## src/core/umd_consts.vh

```
`ifndef UMD_CONSTS_VH
`define UMD_CONSTS_VH

// ------------------------------------------------------------
// register port map (word addresses)
// ------------------------------------------------------------
`define UMD_REG_BITS       4'h0
`define UMD_REG_WBASE      4'h1
`define UMD_WBASE_RST      16'h0000

// ------------------------------------------------------------
// system bit positions
// ------------------------------------------------------------
`define UMD_BIT_OK         0
`define UMD_BIT_ESC        1
`define UMD_BIT_MINUS      2
`define UMD_BIT_PLUS       3
`define UMD_BIT_CMD        4
`define UMD_BIT_STAT       6

// ------------------------------------------------------------
// text buffer layout
// ------------------------------------------------------------
`define UMD_TEXT_FIRST     16'h0009
`define UMD_TEXT_LAST      16'h0028
`define UMD_TEXT_WORDS     32
`define UMD_LINE_CELLS     16

// ------------------------------------------------------------
// character codes
// ------------------------------------------------------------
`define UMD_SB_LO1         8'h20
`define UMD_SB_HI1         8'h7D
`define UMD_SB_LO2         8'hA1
`define UMD_SB_HI2         8'hDF
`define UMD_DB_LO1         8'h81
`define UMD_DB_HI1         8'h9F
`define UMD_DB_LO2         8'hE0
`define UMD_DB_HI2         8'hEF
`define UMD_SPACE          8'h20

// ------------------------------------------------------------
// screens
// ------------------------------------------------------------
`define UMD_SCR_MAIN       2'h0
`define UMD_SCR_MSG        2'h1
`define UMD_SCR_MENU       2'h2

// ------------------------------------------------------------
// timing
// ------------------------------------------------------------
`define UMD_CLK_MHZ        40
`define UMD_REFRESH_US     10000

`endif

```

## src/core/umd_text_display.v

```verilog
// Design decisions made here: the address map and the strobed register port.
`timescale 1ns/1ps
`include "umd_consts.vh"

// Summary of operation
// - text comes from 32 words at offsets 9 to 40 above the word base.
// - the buffer maps to 4 lines of 16 cells, low byte left, high right.
// - codes 20H-7DH, A1H-DFH and double-byte Japanese codes are shown.
// - a double-byte code split over a line end shows as two spaces.
// - the command bit on replaces the main screen, only from that screen.
// - the command bit off cancels the message and returns to main.
// - the status bit is high while the message screen is shown.
// - an OK press on the message screen switches to the menu.
// - button states appear as bits 0 to 3 of the system bit word.

module umd_text_display #(
	parameter REFRESH_CYC = `UMD_REFRESH_US * `UMD_CLK_MHZ
) (
	// clock and reset
	input  wire        clock,
	input  wire        rst,
	// register port
	input  wire [3:0]  reg_addr,
	input  wire [15:0] reg_wdata,
	input  wire        reg_wr,
	input  wire        reg_rd,
	output reg  [15:0] reg_rdata,
	// front panel buttons (pins)
	input  wire [3:0]  btn_pin,
	// host word area read port
	output reg         mem_rd,
	output reg  [15:0] mem_addr,
	input  wire [15:0] mem_rdata,
	// character cell writes
	output reg         cell_we,
	output reg  [1:0]  cell_line,
	output reg  [3:0]  cell_col,
	output reg  [7:0]  cell_code,
	// current screen
	output reg  [1:0]  screen
);

	// ------------------------------------------------------------
	// local state
	// ------------------------------------------------------------
	localparam PH_IDLE   = 2'd0;
	localparam PH_FETCH  = 2'd1;
	localparam PH_RENDER = 2'd2;
	localparam PH_WAIT   = 2'd3;

	reg  [15:0] text_q [0:`UMD_TEXT_WORDS-1];
	reg  [15:0] wbase_q;
	reg         cmd_q;
	reg  [3:0]  btn_s1_q;
	reg  [3:0]  btn_q;
	reg         ok_prev_q;
	reg  [1:0]  ph_q;
	reg  [5:0]  idx_q;
	reg         cap_q;
	reg  [4:0]  cap_idx_q;
	reg  [4:0]  rd_idx_q;
	reg         trail_q;
	reg         wrap_q;
	reg  [31:0] wait_q;
	reg  [1:0]  screen_d;

	wire [15:0] cur_word;
	wire [7:0]  cur_byte;
	wire        is_single;
	wire        is_lead;
	wire        ok_press;
	wire        stat_bit;

	// ------------------------------------------------------------
	// button synchroniser
	// ------------------------------------------------------------
	// pins are asynchronous: two flops before any logic looks at them
	always @(posedge clock) begin
		if (rst) begin
			btn_s1_q  <= 4'h0;
			btn_q     <= 4'h0;
			ok_prev_q <= 1'b0;
		end else begin
			btn_s1_q  <= btn_pin;
			btn_q     <= btn_s1_q;
			ok_prev_q <= btn_q[`UMD_BIT_OK];
		end
	end

	assign ok_press = btn_q[`UMD_BIT_OK] & ~ok_prev_q;
	assign stat_bit = (screen == `UMD_SCR_MSG);

	// ------------------------------------------------------------
	// register port
	// ------------------------------------------------------------
	// system bit word and word base; unmapped words read zero
	always @(posedge clock) begin
		if (rst) begin
			cmd_q     <= 1'b0;
			wbase_q   <= `UMD_WBASE_RST;
			reg_rdata <= 16'h0000;
		end else begin
			if (reg_wr && reg_addr == `UMD_REG_BITS)
				cmd_q <= reg_wdata[`UMD_BIT_CMD];
			if (reg_wr && reg_addr == `UMD_REG_WBASE)
				wbase_q <= reg_wdata;
			if (reg_rd) begin
				case (reg_addr)
				`UMD_REG_BITS: begin
					reg_rdata <= {9'h000, stat_bit, 1'b0, cmd_q,
					              btn_q};
				end
				`UMD_REG_WBASE: begin
					reg_rdata <= wbase_q;
				end
				default: begin
					reg_rdata <= 16'h0000;
				end
				endcase
			end else begin
				reg_rdata <= 16'h0000;
			end
		end
	end

	// ------------------------------------------------------------
	// screen selection
	// ------------------------------------------------------------
	// the command is level sensitive, so a command left on while in the
	// menu does not pull the message back until it is cleared, ESC returns to main and it is set again
	always @* begin
		screen_d = screen;
		case (screen)
		`UMD_SCR_MAIN: begin
			if (cmd_q)
				screen_d = `UMD_SCR_MSG;
		end
		`UMD_SCR_MSG: begin
			if (!cmd_q)
				screen_d = `UMD_SCR_MAIN;
			else if (ok_press)
				screen_d = `UMD_SCR_MENU;
		end
		`UMD_SCR_MENU: begin
			if (btn_q[`UMD_BIT_ESC] && !cmd_q)
				screen_d = `UMD_SCR_MAIN;
		end
		default: begin
			screen_d = `UMD_SCR_MAIN;
		end
		endcase
	end

	always @(posedge clock) begin
		if (rst)
			screen <= `UMD_SCR_MAIN;
		else
			screen <= screen_d;
	end

	// ------------------------------------------------------------
	// cell renderer
	// ------------------------------------------------------------
	assign cur_word = text_q[idx_q[5:1]];
	assign cur_byte = idx_q[0] ? cur_word[15:8] : cur_word[7:0];

	umd_code_class u_class (
		.code      (cur_byte),
		.is_single (is_single),
		.is_lead   (is_lead)
	);

	// fetch, render, then wait; the cycle repeats while the message is up
	always @(posedge clock) begin
		if (rst) begin
			ph_q      <= PH_IDLE;
			idx_q     <= 6'd0;
			cap_q     <= 1'b0;
			cap_idx_q <= 5'd0;
			rd_idx_q  <= 5'd0;
			trail_q   <= 1'b0;
			wrap_q    <= 1'b0;
			wait_q    <= 32'd0;
			mem_rd    <= 1'b0;
			mem_addr  <= 16'h0000;
			cell_we   <= 1'b0;
			cell_line <= 2'd0;
			cell_col  <= 4'd0;
			cell_code <= 8'h00;
		end else begin
			mem_rd  <= 1'b0;
			cell_we <= 1'b0;
			cap_q   <= mem_rd;
			// index of the word whose read is on the port now; idx_q has
			// already moved one word further
			cap_idx_q <= rd_idx_q;
			// read data stands one cycle after the strobe
			if (cap_q)
				text_q[cap_idx_q] <= mem_rdata;
			if (screen != `UMD_SCR_MSG) begin
				ph_q <= PH_IDLE;
			end else begin
				case (ph_q)
				PH_IDLE: begin
					ph_q  <= PH_FETCH;
					idx_q <= 6'd0;
				end
				PH_FETCH: begin
					mem_rd   <= 1'b1;
					rd_idx_q <= idx_q[4:0];
					mem_addr <= wbase_q + `UMD_TEXT_FIRST
					            + {11'h000, idx_q[4:0]};
					if (idx_q[4:0] == 5'd31) begin
						ph_q  <= PH_RENDER;
						idx_q <= 6'd0;
					end else begin
						idx_q <= idx_q + 6'd1;
					end
					trail_q <= 1'b0;
					wrap_q  <= 1'b0;
				end
				PH_RENDER: begin
					// first two render cycles wait for the last word to land
					if (!cap_q) begin
						cell_we   <= 1'b1;
						cell_line <= idx_q[5:4];
						cell_col  <= idx_q[3:0];
						if (wrap_q) begin
							cell_code <= `UMD_SPACE;
							wrap_q    <= 1'b0;
						end else if (trail_q) begin
							cell_code <= cur_byte;
							trail_q   <= 1'b0;
						end else if (is_lead &&
						             idx_q[3:0] == 4'hF) begin
							cell_code <= `UMD_SPACE;
							wrap_q    <= 1'b1;
						end else if (is_lead) begin
							cell_code <= cur_byte;
							trail_q   <= 1'b1;
						end else if (is_single) begin
							cell_code <= cur_byte;
						end else begin
							cell_code <= `UMD_SPACE;
						end
						if (idx_q == 6'd63) begin
							ph_q   <= PH_WAIT;
							wait_q <= 32'd0;
						end else begin
							idx_q <= idx_q + 6'd1;
						end
					end
				end
				PH_WAIT: begin
					// host edits show up without cycling the command
					if (wait_q >= REFRESH_CYC - 1) begin
						ph_q  <= PH_FETCH;
						idx_q <= 6'd0;
					end else begin
						wait_q <= wait_q + 32'd1;
					end
				end
				default: begin
					ph_q <= PH_IDLE;
				end
				endcase
			end
		end
	end

endmodule // umd_text_display

```

## src/core/umd_code_class.v

```verilog
`timescale 1ns/1ps
`include "umd_consts.vh"

module umd_code_class (
	// byte under test
	input  wire [7:0] code,
	// classification
	output wire       is_single,
	output wire       is_lead
);

	// printable single-byte ranges
	assign is_single = ((code >= `UMD_SB_LO1) && (code <= `UMD_SB_HI1)) ||
	                   ((code >= `UMD_SB_LO2) && (code <= `UMD_SB_HI2));

	// first byte of a double-byte kanji or kana code
	assign is_lead = ((code >= `UMD_DB_LO1) && (code <= `UMD_DB_HI1)) ||
	                 ((code >= `UMD_DB_LO2) && (code <= `UMD_DB_HI2));

endmodule // umd_code_class

```

## config.mk

```make
export PLATFORM = sky130hd
export DESIGN_NAME = umd_text_display
export DESIGN_NICKNAME = d
export VERILOG_FILES = /design/src/core/umd_text_display.v /design/src/core/umd_code_class.v
export VERILOG_INCLUDE_DIRS = /design/src /design/src/core
export SDC_FILE = /design/constraint.sdc
export NUM_CORES = 1
export LEC_CHECK = 0
export BUFFER_PORTS_ARGS = -buffer_cell sky130_fd_sc_hd__clkbuf_2
export CORE_MARGIN = 10
export CORE_UTILIZATION = 35
export CTS_BUF_LIST = sky130_fd_sc_hd__clkbuf_16
export DETAILED_ROUTE_END_ITERATION = 10
export SLEW_MARGIN = 5
export SYNTH_ARGS = -nofsm -noshare
export SYNTH_HDL_FRONTEND = slang
export SYNTH_SLANG_ARGS = --single-unit
export TNS_END_PERCENT = 50
```

## constraint.sdc

```tcl
create_clock -name clock -period 4.2 [get_ports clock]
set_input_delay 0.84 -clock clock [delete_from_list [all_inputs] [get_ports clock]]
set_output_delay 0.84 -clock clock [all_outputs]
set_load 0.01 [all_outputs]
```

=== After elaboration in Yosys (flattened, before gate mapping) ===
Memories as Yosys holds them, arrays and structs flattened. A register that Yosys moved wholly into a read port is not among the register bits.
Cells that the tools add are included.

* Flip-flop bits (word level): 129
* Memory bits (writable): 512
* Bits of input ports: 44
* Output and inout bits: 50
* Logic and storage cells: 132
* Memories kept: 1

{| class="wikitable"
|+ Memory list
! name !! depth !! bits a word !! read ports !! clocked after Yosys merged registers in !! write ports !! line !! text
|-
| text_q || 32 || 16 || 1 || 1 || 1 || umd_text_display.v:51 || <nowiki>reg [15:0] text_q [0:`UMD_TEXT_WORDS-1];</nowiki>
|}

* Add/subtract/negate cells: 4
* Order comparisons: 9
* Equality and inequality tests: 20
* Muxes and demuxes: 44
* Bitwise operators: 6
* Reductions and logical operators: 27

{| class="wikitable"
|+ Operators by type and width
! cell !! count
|-
| 2-to-1 mux 32 bit || 3
|-
| one-hot mux 32 bit (2 select lines) || 1
|-
| 2-to-1 mux 8 bit || 6
|-
| adder 32 x 1 -> 32 bit, second input constant || 1
|-
| greater-or-equal comparator 32 x 19 -> 1 bit, second input constant || 1
|-
| one-hot mux 16 bit (2 select lines) || 1
|-
| greater-or-equal comparator 8 bit, second input constant || 3
|-
| <= comparator 8 bit, second input constant || 3
|-
| 2-to-1 mux 6 bit || 4
|-
| one-hot mux 6 bit (4 select lines) || 1
|-
| != test 2 bit, second input constant || 9
|-
| adder 16 x 4 -> 16 bit, second input constant || 1
|-
| adder 16 x 5 -> 16 bit || 1
|-
| 2-to-1 mux 2 bit || 8
|-
| 2-to-1 mux 1 bit || 14
|-
| AND reduction 4 bit || 3
|-
| 2-to-1 mux 5 bit || 2
|-
| AND reduction 3 bit || 3
|-
| greater-or-equal comparator 8 x 6 -> 1 bit, second input constant || 1
|-
| <= comparator 8 x 7 -> 1 bit, second input constant || 1
|-
| logical AND 1 bit || 8
|-
| one-hot mux 2 bit (4 select lines) || 1
|-
| adder 6 x 1 -> 6 bit, second input constant || 1
|-
| equality test 2 bit, second input constant || 3
|-
| 20 further kinds || 30
|}

=== Logic depth before layout (Yosys ltp) ===
* Word-level depth: 10
* Gate-level depth with buffers: 15
* Gate-level depth less buffers: 14

=== By module ===
From an unflattened synthesis, not the netlist that was laid out.

* Cells, all modules: 1541
* Area total of the unflattened synthesis: 25219.2 sq um

{| class="wikitable"
|+ Modules (own cells, without submodules)
! module !! times used !! cells an instance !! area each (sq um) !! seq. area each (sq um)
|-
| umd_text_display || 1 || 1533 || 25155.4 || 18057.3
|-
| umd_code_class || 1 || 8 || 63.8 || 0.0
|}

=== Worst setup path before layout ===
Ideal clock, no wire load.

* Path type: reg2reg
* Start: register with a tool-made name
* End: register cell_code[1]
* Setup time: 0.117 ns
* Arrival: 3.390 ns
* Required time: 4.083 ns
* Slack: 0.692 ns
* Cell stages (with the launch flop): 11
* Buffers on the path: 2
* Clock period less this slack: 3.508 ns
* Path through: dfxtp_1 -> clkbuf_1 -> clkbuf_1 -> mux4_2 -> mux4_2 -> mux2_2 -> or4b_1 -> a211oi_2 -> a211oi_1 -> a211o_1 -> a32o_1

{| class="wikitable"
|+ RTL lines
! item !! line !! text
|-
| end signal: assignment || umd_text_display.v:229 || <nowiki>cell_code <= `UMD_SPACE;</nowiki>
|-
| end signal: assignment || umd_text_display.v:232 || <nowiki>cell_code <= cur_byte;</nowiki>
|-
| end signal: assignment || umd_text_display.v:236 || <nowiki>cell_code <= `UMD_SPACE;</nowiki>
|-
| end: declaration || umd_text_display.v:38 || <nowiki>output reg [7:0] cell_code,</nowiki>
|}

==> impl_results.md <==
- Status: complete, no violations
- Required time of the worst setup path: 4.69 ns
- Post-synthesis area per instance: 16.5 µm²
- Internal reg-to-reg setup slack: 0.32 ns
- Drt initial violations: 1465
- Synthesis Warnings: 0
- DRT antenna net count: 0
- CTS sink count: 646
- Synth top area cells: edfxtp_1 (61%), dfxtp_1 (11%), mux4_2 (10%)
- Final worst-path cycle share: 92.4%
- Total of max-cap violations: 0
- Final layout net count: 1744
- Port bufs: 93
- CTS tree: done
- Hold WS: 0.438 ns
- Mapped Area: 0.0253 mm²
- Post-Route WL: 63800 µm
- Remaining DRCs: 0
- Largest net degree at the start of global routing: 62
- Synth top area share: 60.8%
- Resize count post-CTS: 0
- RSZ-0062 raised after global routing: false
- Seq/Total Area, Yosys: 71.4%
- Htree depth: 3
- Final core utilization: 41.1%
- Largest stage delay on the critical path: 0.59 ns
- Fillers: 6377
- Vias/cell: 5.32
- Setup crit end kind: register
- Num CTS Buffers: 66
- Routed WL per cell: 23.8 µm
- RR Endpoint: cell_code[1]$_SDFFE_PP0P_
- R2R cell count: 11
- Slew Limit Fails: 0
- Core Area: 0.0715 mm²
- Register bit total from synthesis: 646
- CTS hold repair buffers: 0
- Grt total ovfl: 0
- Cell taking the most area after synthesis: edfxtp_1
- Worst Hold End: btn_q[2]$_SDFF_PP0_
- Final setup viols: 0
- Routability Congestion: 0.820
- Detailed-route via count: 14.3k
- Worst Max-Slew Pin Slew: 1.12 ns
- Clock-pin slew on the worst setup and hold paths: 0.06 ns
- Pwr/cell area: 436 mW/mm²
- HP Class: register to register
- Syn Inst Count: 1528
- Initial antenna violation count: 1
- Crit path cell chain: buf_4 > mux4_2 > mux2_2 > mux4_2 > a211oi_1 > buf_4 > nor2_1 > nand4_1 > o211ai_1 > a211o_1 > a32o_1
- Hold wc startpoint: btn_s1_q[2]$_SDFF_PP0_
- Pre-antenna DRT Iters: 5
- # rows: 98
- Primary FF master, synth: edfxtp_1
- CTS max path bufs: 3
- Area growth, synth to finish: 16.3%
- Clock latency on the worst-skew pair: 0.61 ns
- Hold Path Depth: 1
- Post-synth cell types: 62
- Share of cells above drive strength 1: 24.2%
- Initial Util: 35.4%
- Vias in the first global route: 14.1k
- First-pass GRT wire length: 94500 µm
- Worst Setup Start Kind: register
- Die width: 289 µm
- Post-CTS Setup Inserts: 0
- CP Max Fanout: 18
- Finished Layout Cells: 2680
- Asr flop ratio synth: 0%
- Max Clock Skew: 0.0210 ns
- Syn nets: 1590
- Min cycle time layout: 3.88 ns
- Die area: 0.0834 mm²
- Dpl hpwl: 41300 µm
- Gr usage total: 15.1%
- Setup tns final: 0 ns
- Die Ht: 289 µm
- FMAX: 0.258 GHz
- Highest-delay cell along the critical path: dfxtp_4
- Root Driver: clkbuf_16
- # IOs: 94
- Worst VDD drop: 236 µV
- Worst EP arrival: 4.36 ns
- Placed Cells: 2564
- Critical path type: register to register
- Number of flops mapped to enable cells by yosys: 512
- Leak Pwr: 9.32 nW
- Final Hold Fails: 0
- Worst slew margin: 24.6%
## routing by layer
layer | up-vias | part of all wire, % | GRT usage (%)
li1 | 6296 | - | -
met1 | 7338 | 44 | 21.3
met2 | 544 | 46 | 23.4
met3 | 76 | 7.8 | 3.58
met4 | 0 | 1.5 | 3.32
met5 | - | 0 | 0
## cells in the final DEF, fill, tap and decap left out, drive strengths merged, types with 6 or more instances in the layout
master and instances:
clkinv 21, a21oi 66, inv 40, buf 64, mux2 11, dfxtp 134
edfxtp 512, ha 17, mux2i 47, xnor2 32, nor2b 28, clkbuf 162
a32o 7, bufinv 6, mux4 114, a211oi 34, nor2 113, nor4 7
nand3 17, nand4 6, nand2 98, a22oi 33, o21ai 11, o22ai 13
and3 14, and2 18, nand2b 16, nor3 12
## final cells by class
type / instances / area (µm²) / area share, %
Sequential cell: 646 / 18100 / 61.5
Timing Repair Buffer: 157 / 1030 / 3.52
Clock buffer: 69 / 1730 / 5.88
Inverter: 23 / 86.3 / 0.294
Clock inverter: 45 / 385 / 1.31
Antenna cell: 2 / 5.00 / 0.0170
Tap cell: 950 / 1190 / 4.04
Multi-Input combinational cell: 788 / 6890 / 23.5
## logic make-up after synthesis
group	share of synthesized area, %
adder cells (fa/ha/maj)	0.921
buffers and inverters	1.64
flip-flops	71.4
AO/OA/AOI/OAI	5.57
AND/OR/NAND/NOR	6.64
multiplexers	12.5
XOR/XNOR	1.28
## report_power, final
part / internal (W) / switching [W]
logic: 0.0000280 / 0.000111
clock network: 0.00335 / 0.00243
registers: 0.00690 / 0.00000499
## worst max-delay path by stage
stage,start,endpoint,slack (ns),cells past startpoint
floorplan,register,cell_code[1]$_SDFFE_PP0P_,0.69,10
finish,register,cell_code[1]$_SDFFE_PP0P_,0.32,11
global placement,register,cell_code[7]$_SDFFE_PP0P_,0.33,11
global route,register,cell_code[1]$_SDFFE_PP0P_,0.14,11
detailed placement,register,cell_code[6]$_SDFFE_PP0P_,0.31,11
CTS,register,cell_code[1]$_SDFFE_PP0P_,0.29,11
## through the flow
step	total power (W)	area (µm²)	worst slack, ns
final	0.0128	29400	0.321
after CTS	0.0129	29400	0.290
after global routing	0.0132	29400	0.144
after global placement	0.00717	27300	0.330
after floorplan	0.00707	25300	0.692
after detailed placement	0.00718	27300	0.307
## worst max-delay path: cells and delay by family (launching register included)
family | cells | cell delay [ns]
buffers and inverters | 2 | 0.55
and+or+nand+nor | 2 | 0.16
muxes | 3 | 1.33
DFF | 1 | 0.59
AOI/OAI and AO/OA | 4 | 1.12
## Yosys cell counts, types with 17 or more instances
| cell type | n |
|---|---|
| a22oi_1 | 33 |
| ha_1 | 17 |
| mux2i_1 | 47 |
| nand2_1 | 98 |
| buf_2 | 17 |
| mux4_2 | 114 |
| a211oi_1 | 33 |
| nor2b_1 | 28 |
| nand3_1 | 17 |
| nor2_1 | 113 |
| a21oi_1 | 66 |
| and2_1 | 18 |
| clkbuf_1 | 36 |
| edfxtp_1 | 512 |
| inv_1 | 22 |
| xnor2_1 | 32 |
| dfxtp_1 | 134 |
## state kept, by name, indices dropped and copies added (netlist names), 6 cells and up, named ones only
register	flops
wbase_q	16
cell_code	8
text_q	512
reg_rdata	16
idx_q	6
mem_addr	16
wait_q	32
(Power assumes the default switching activity.)
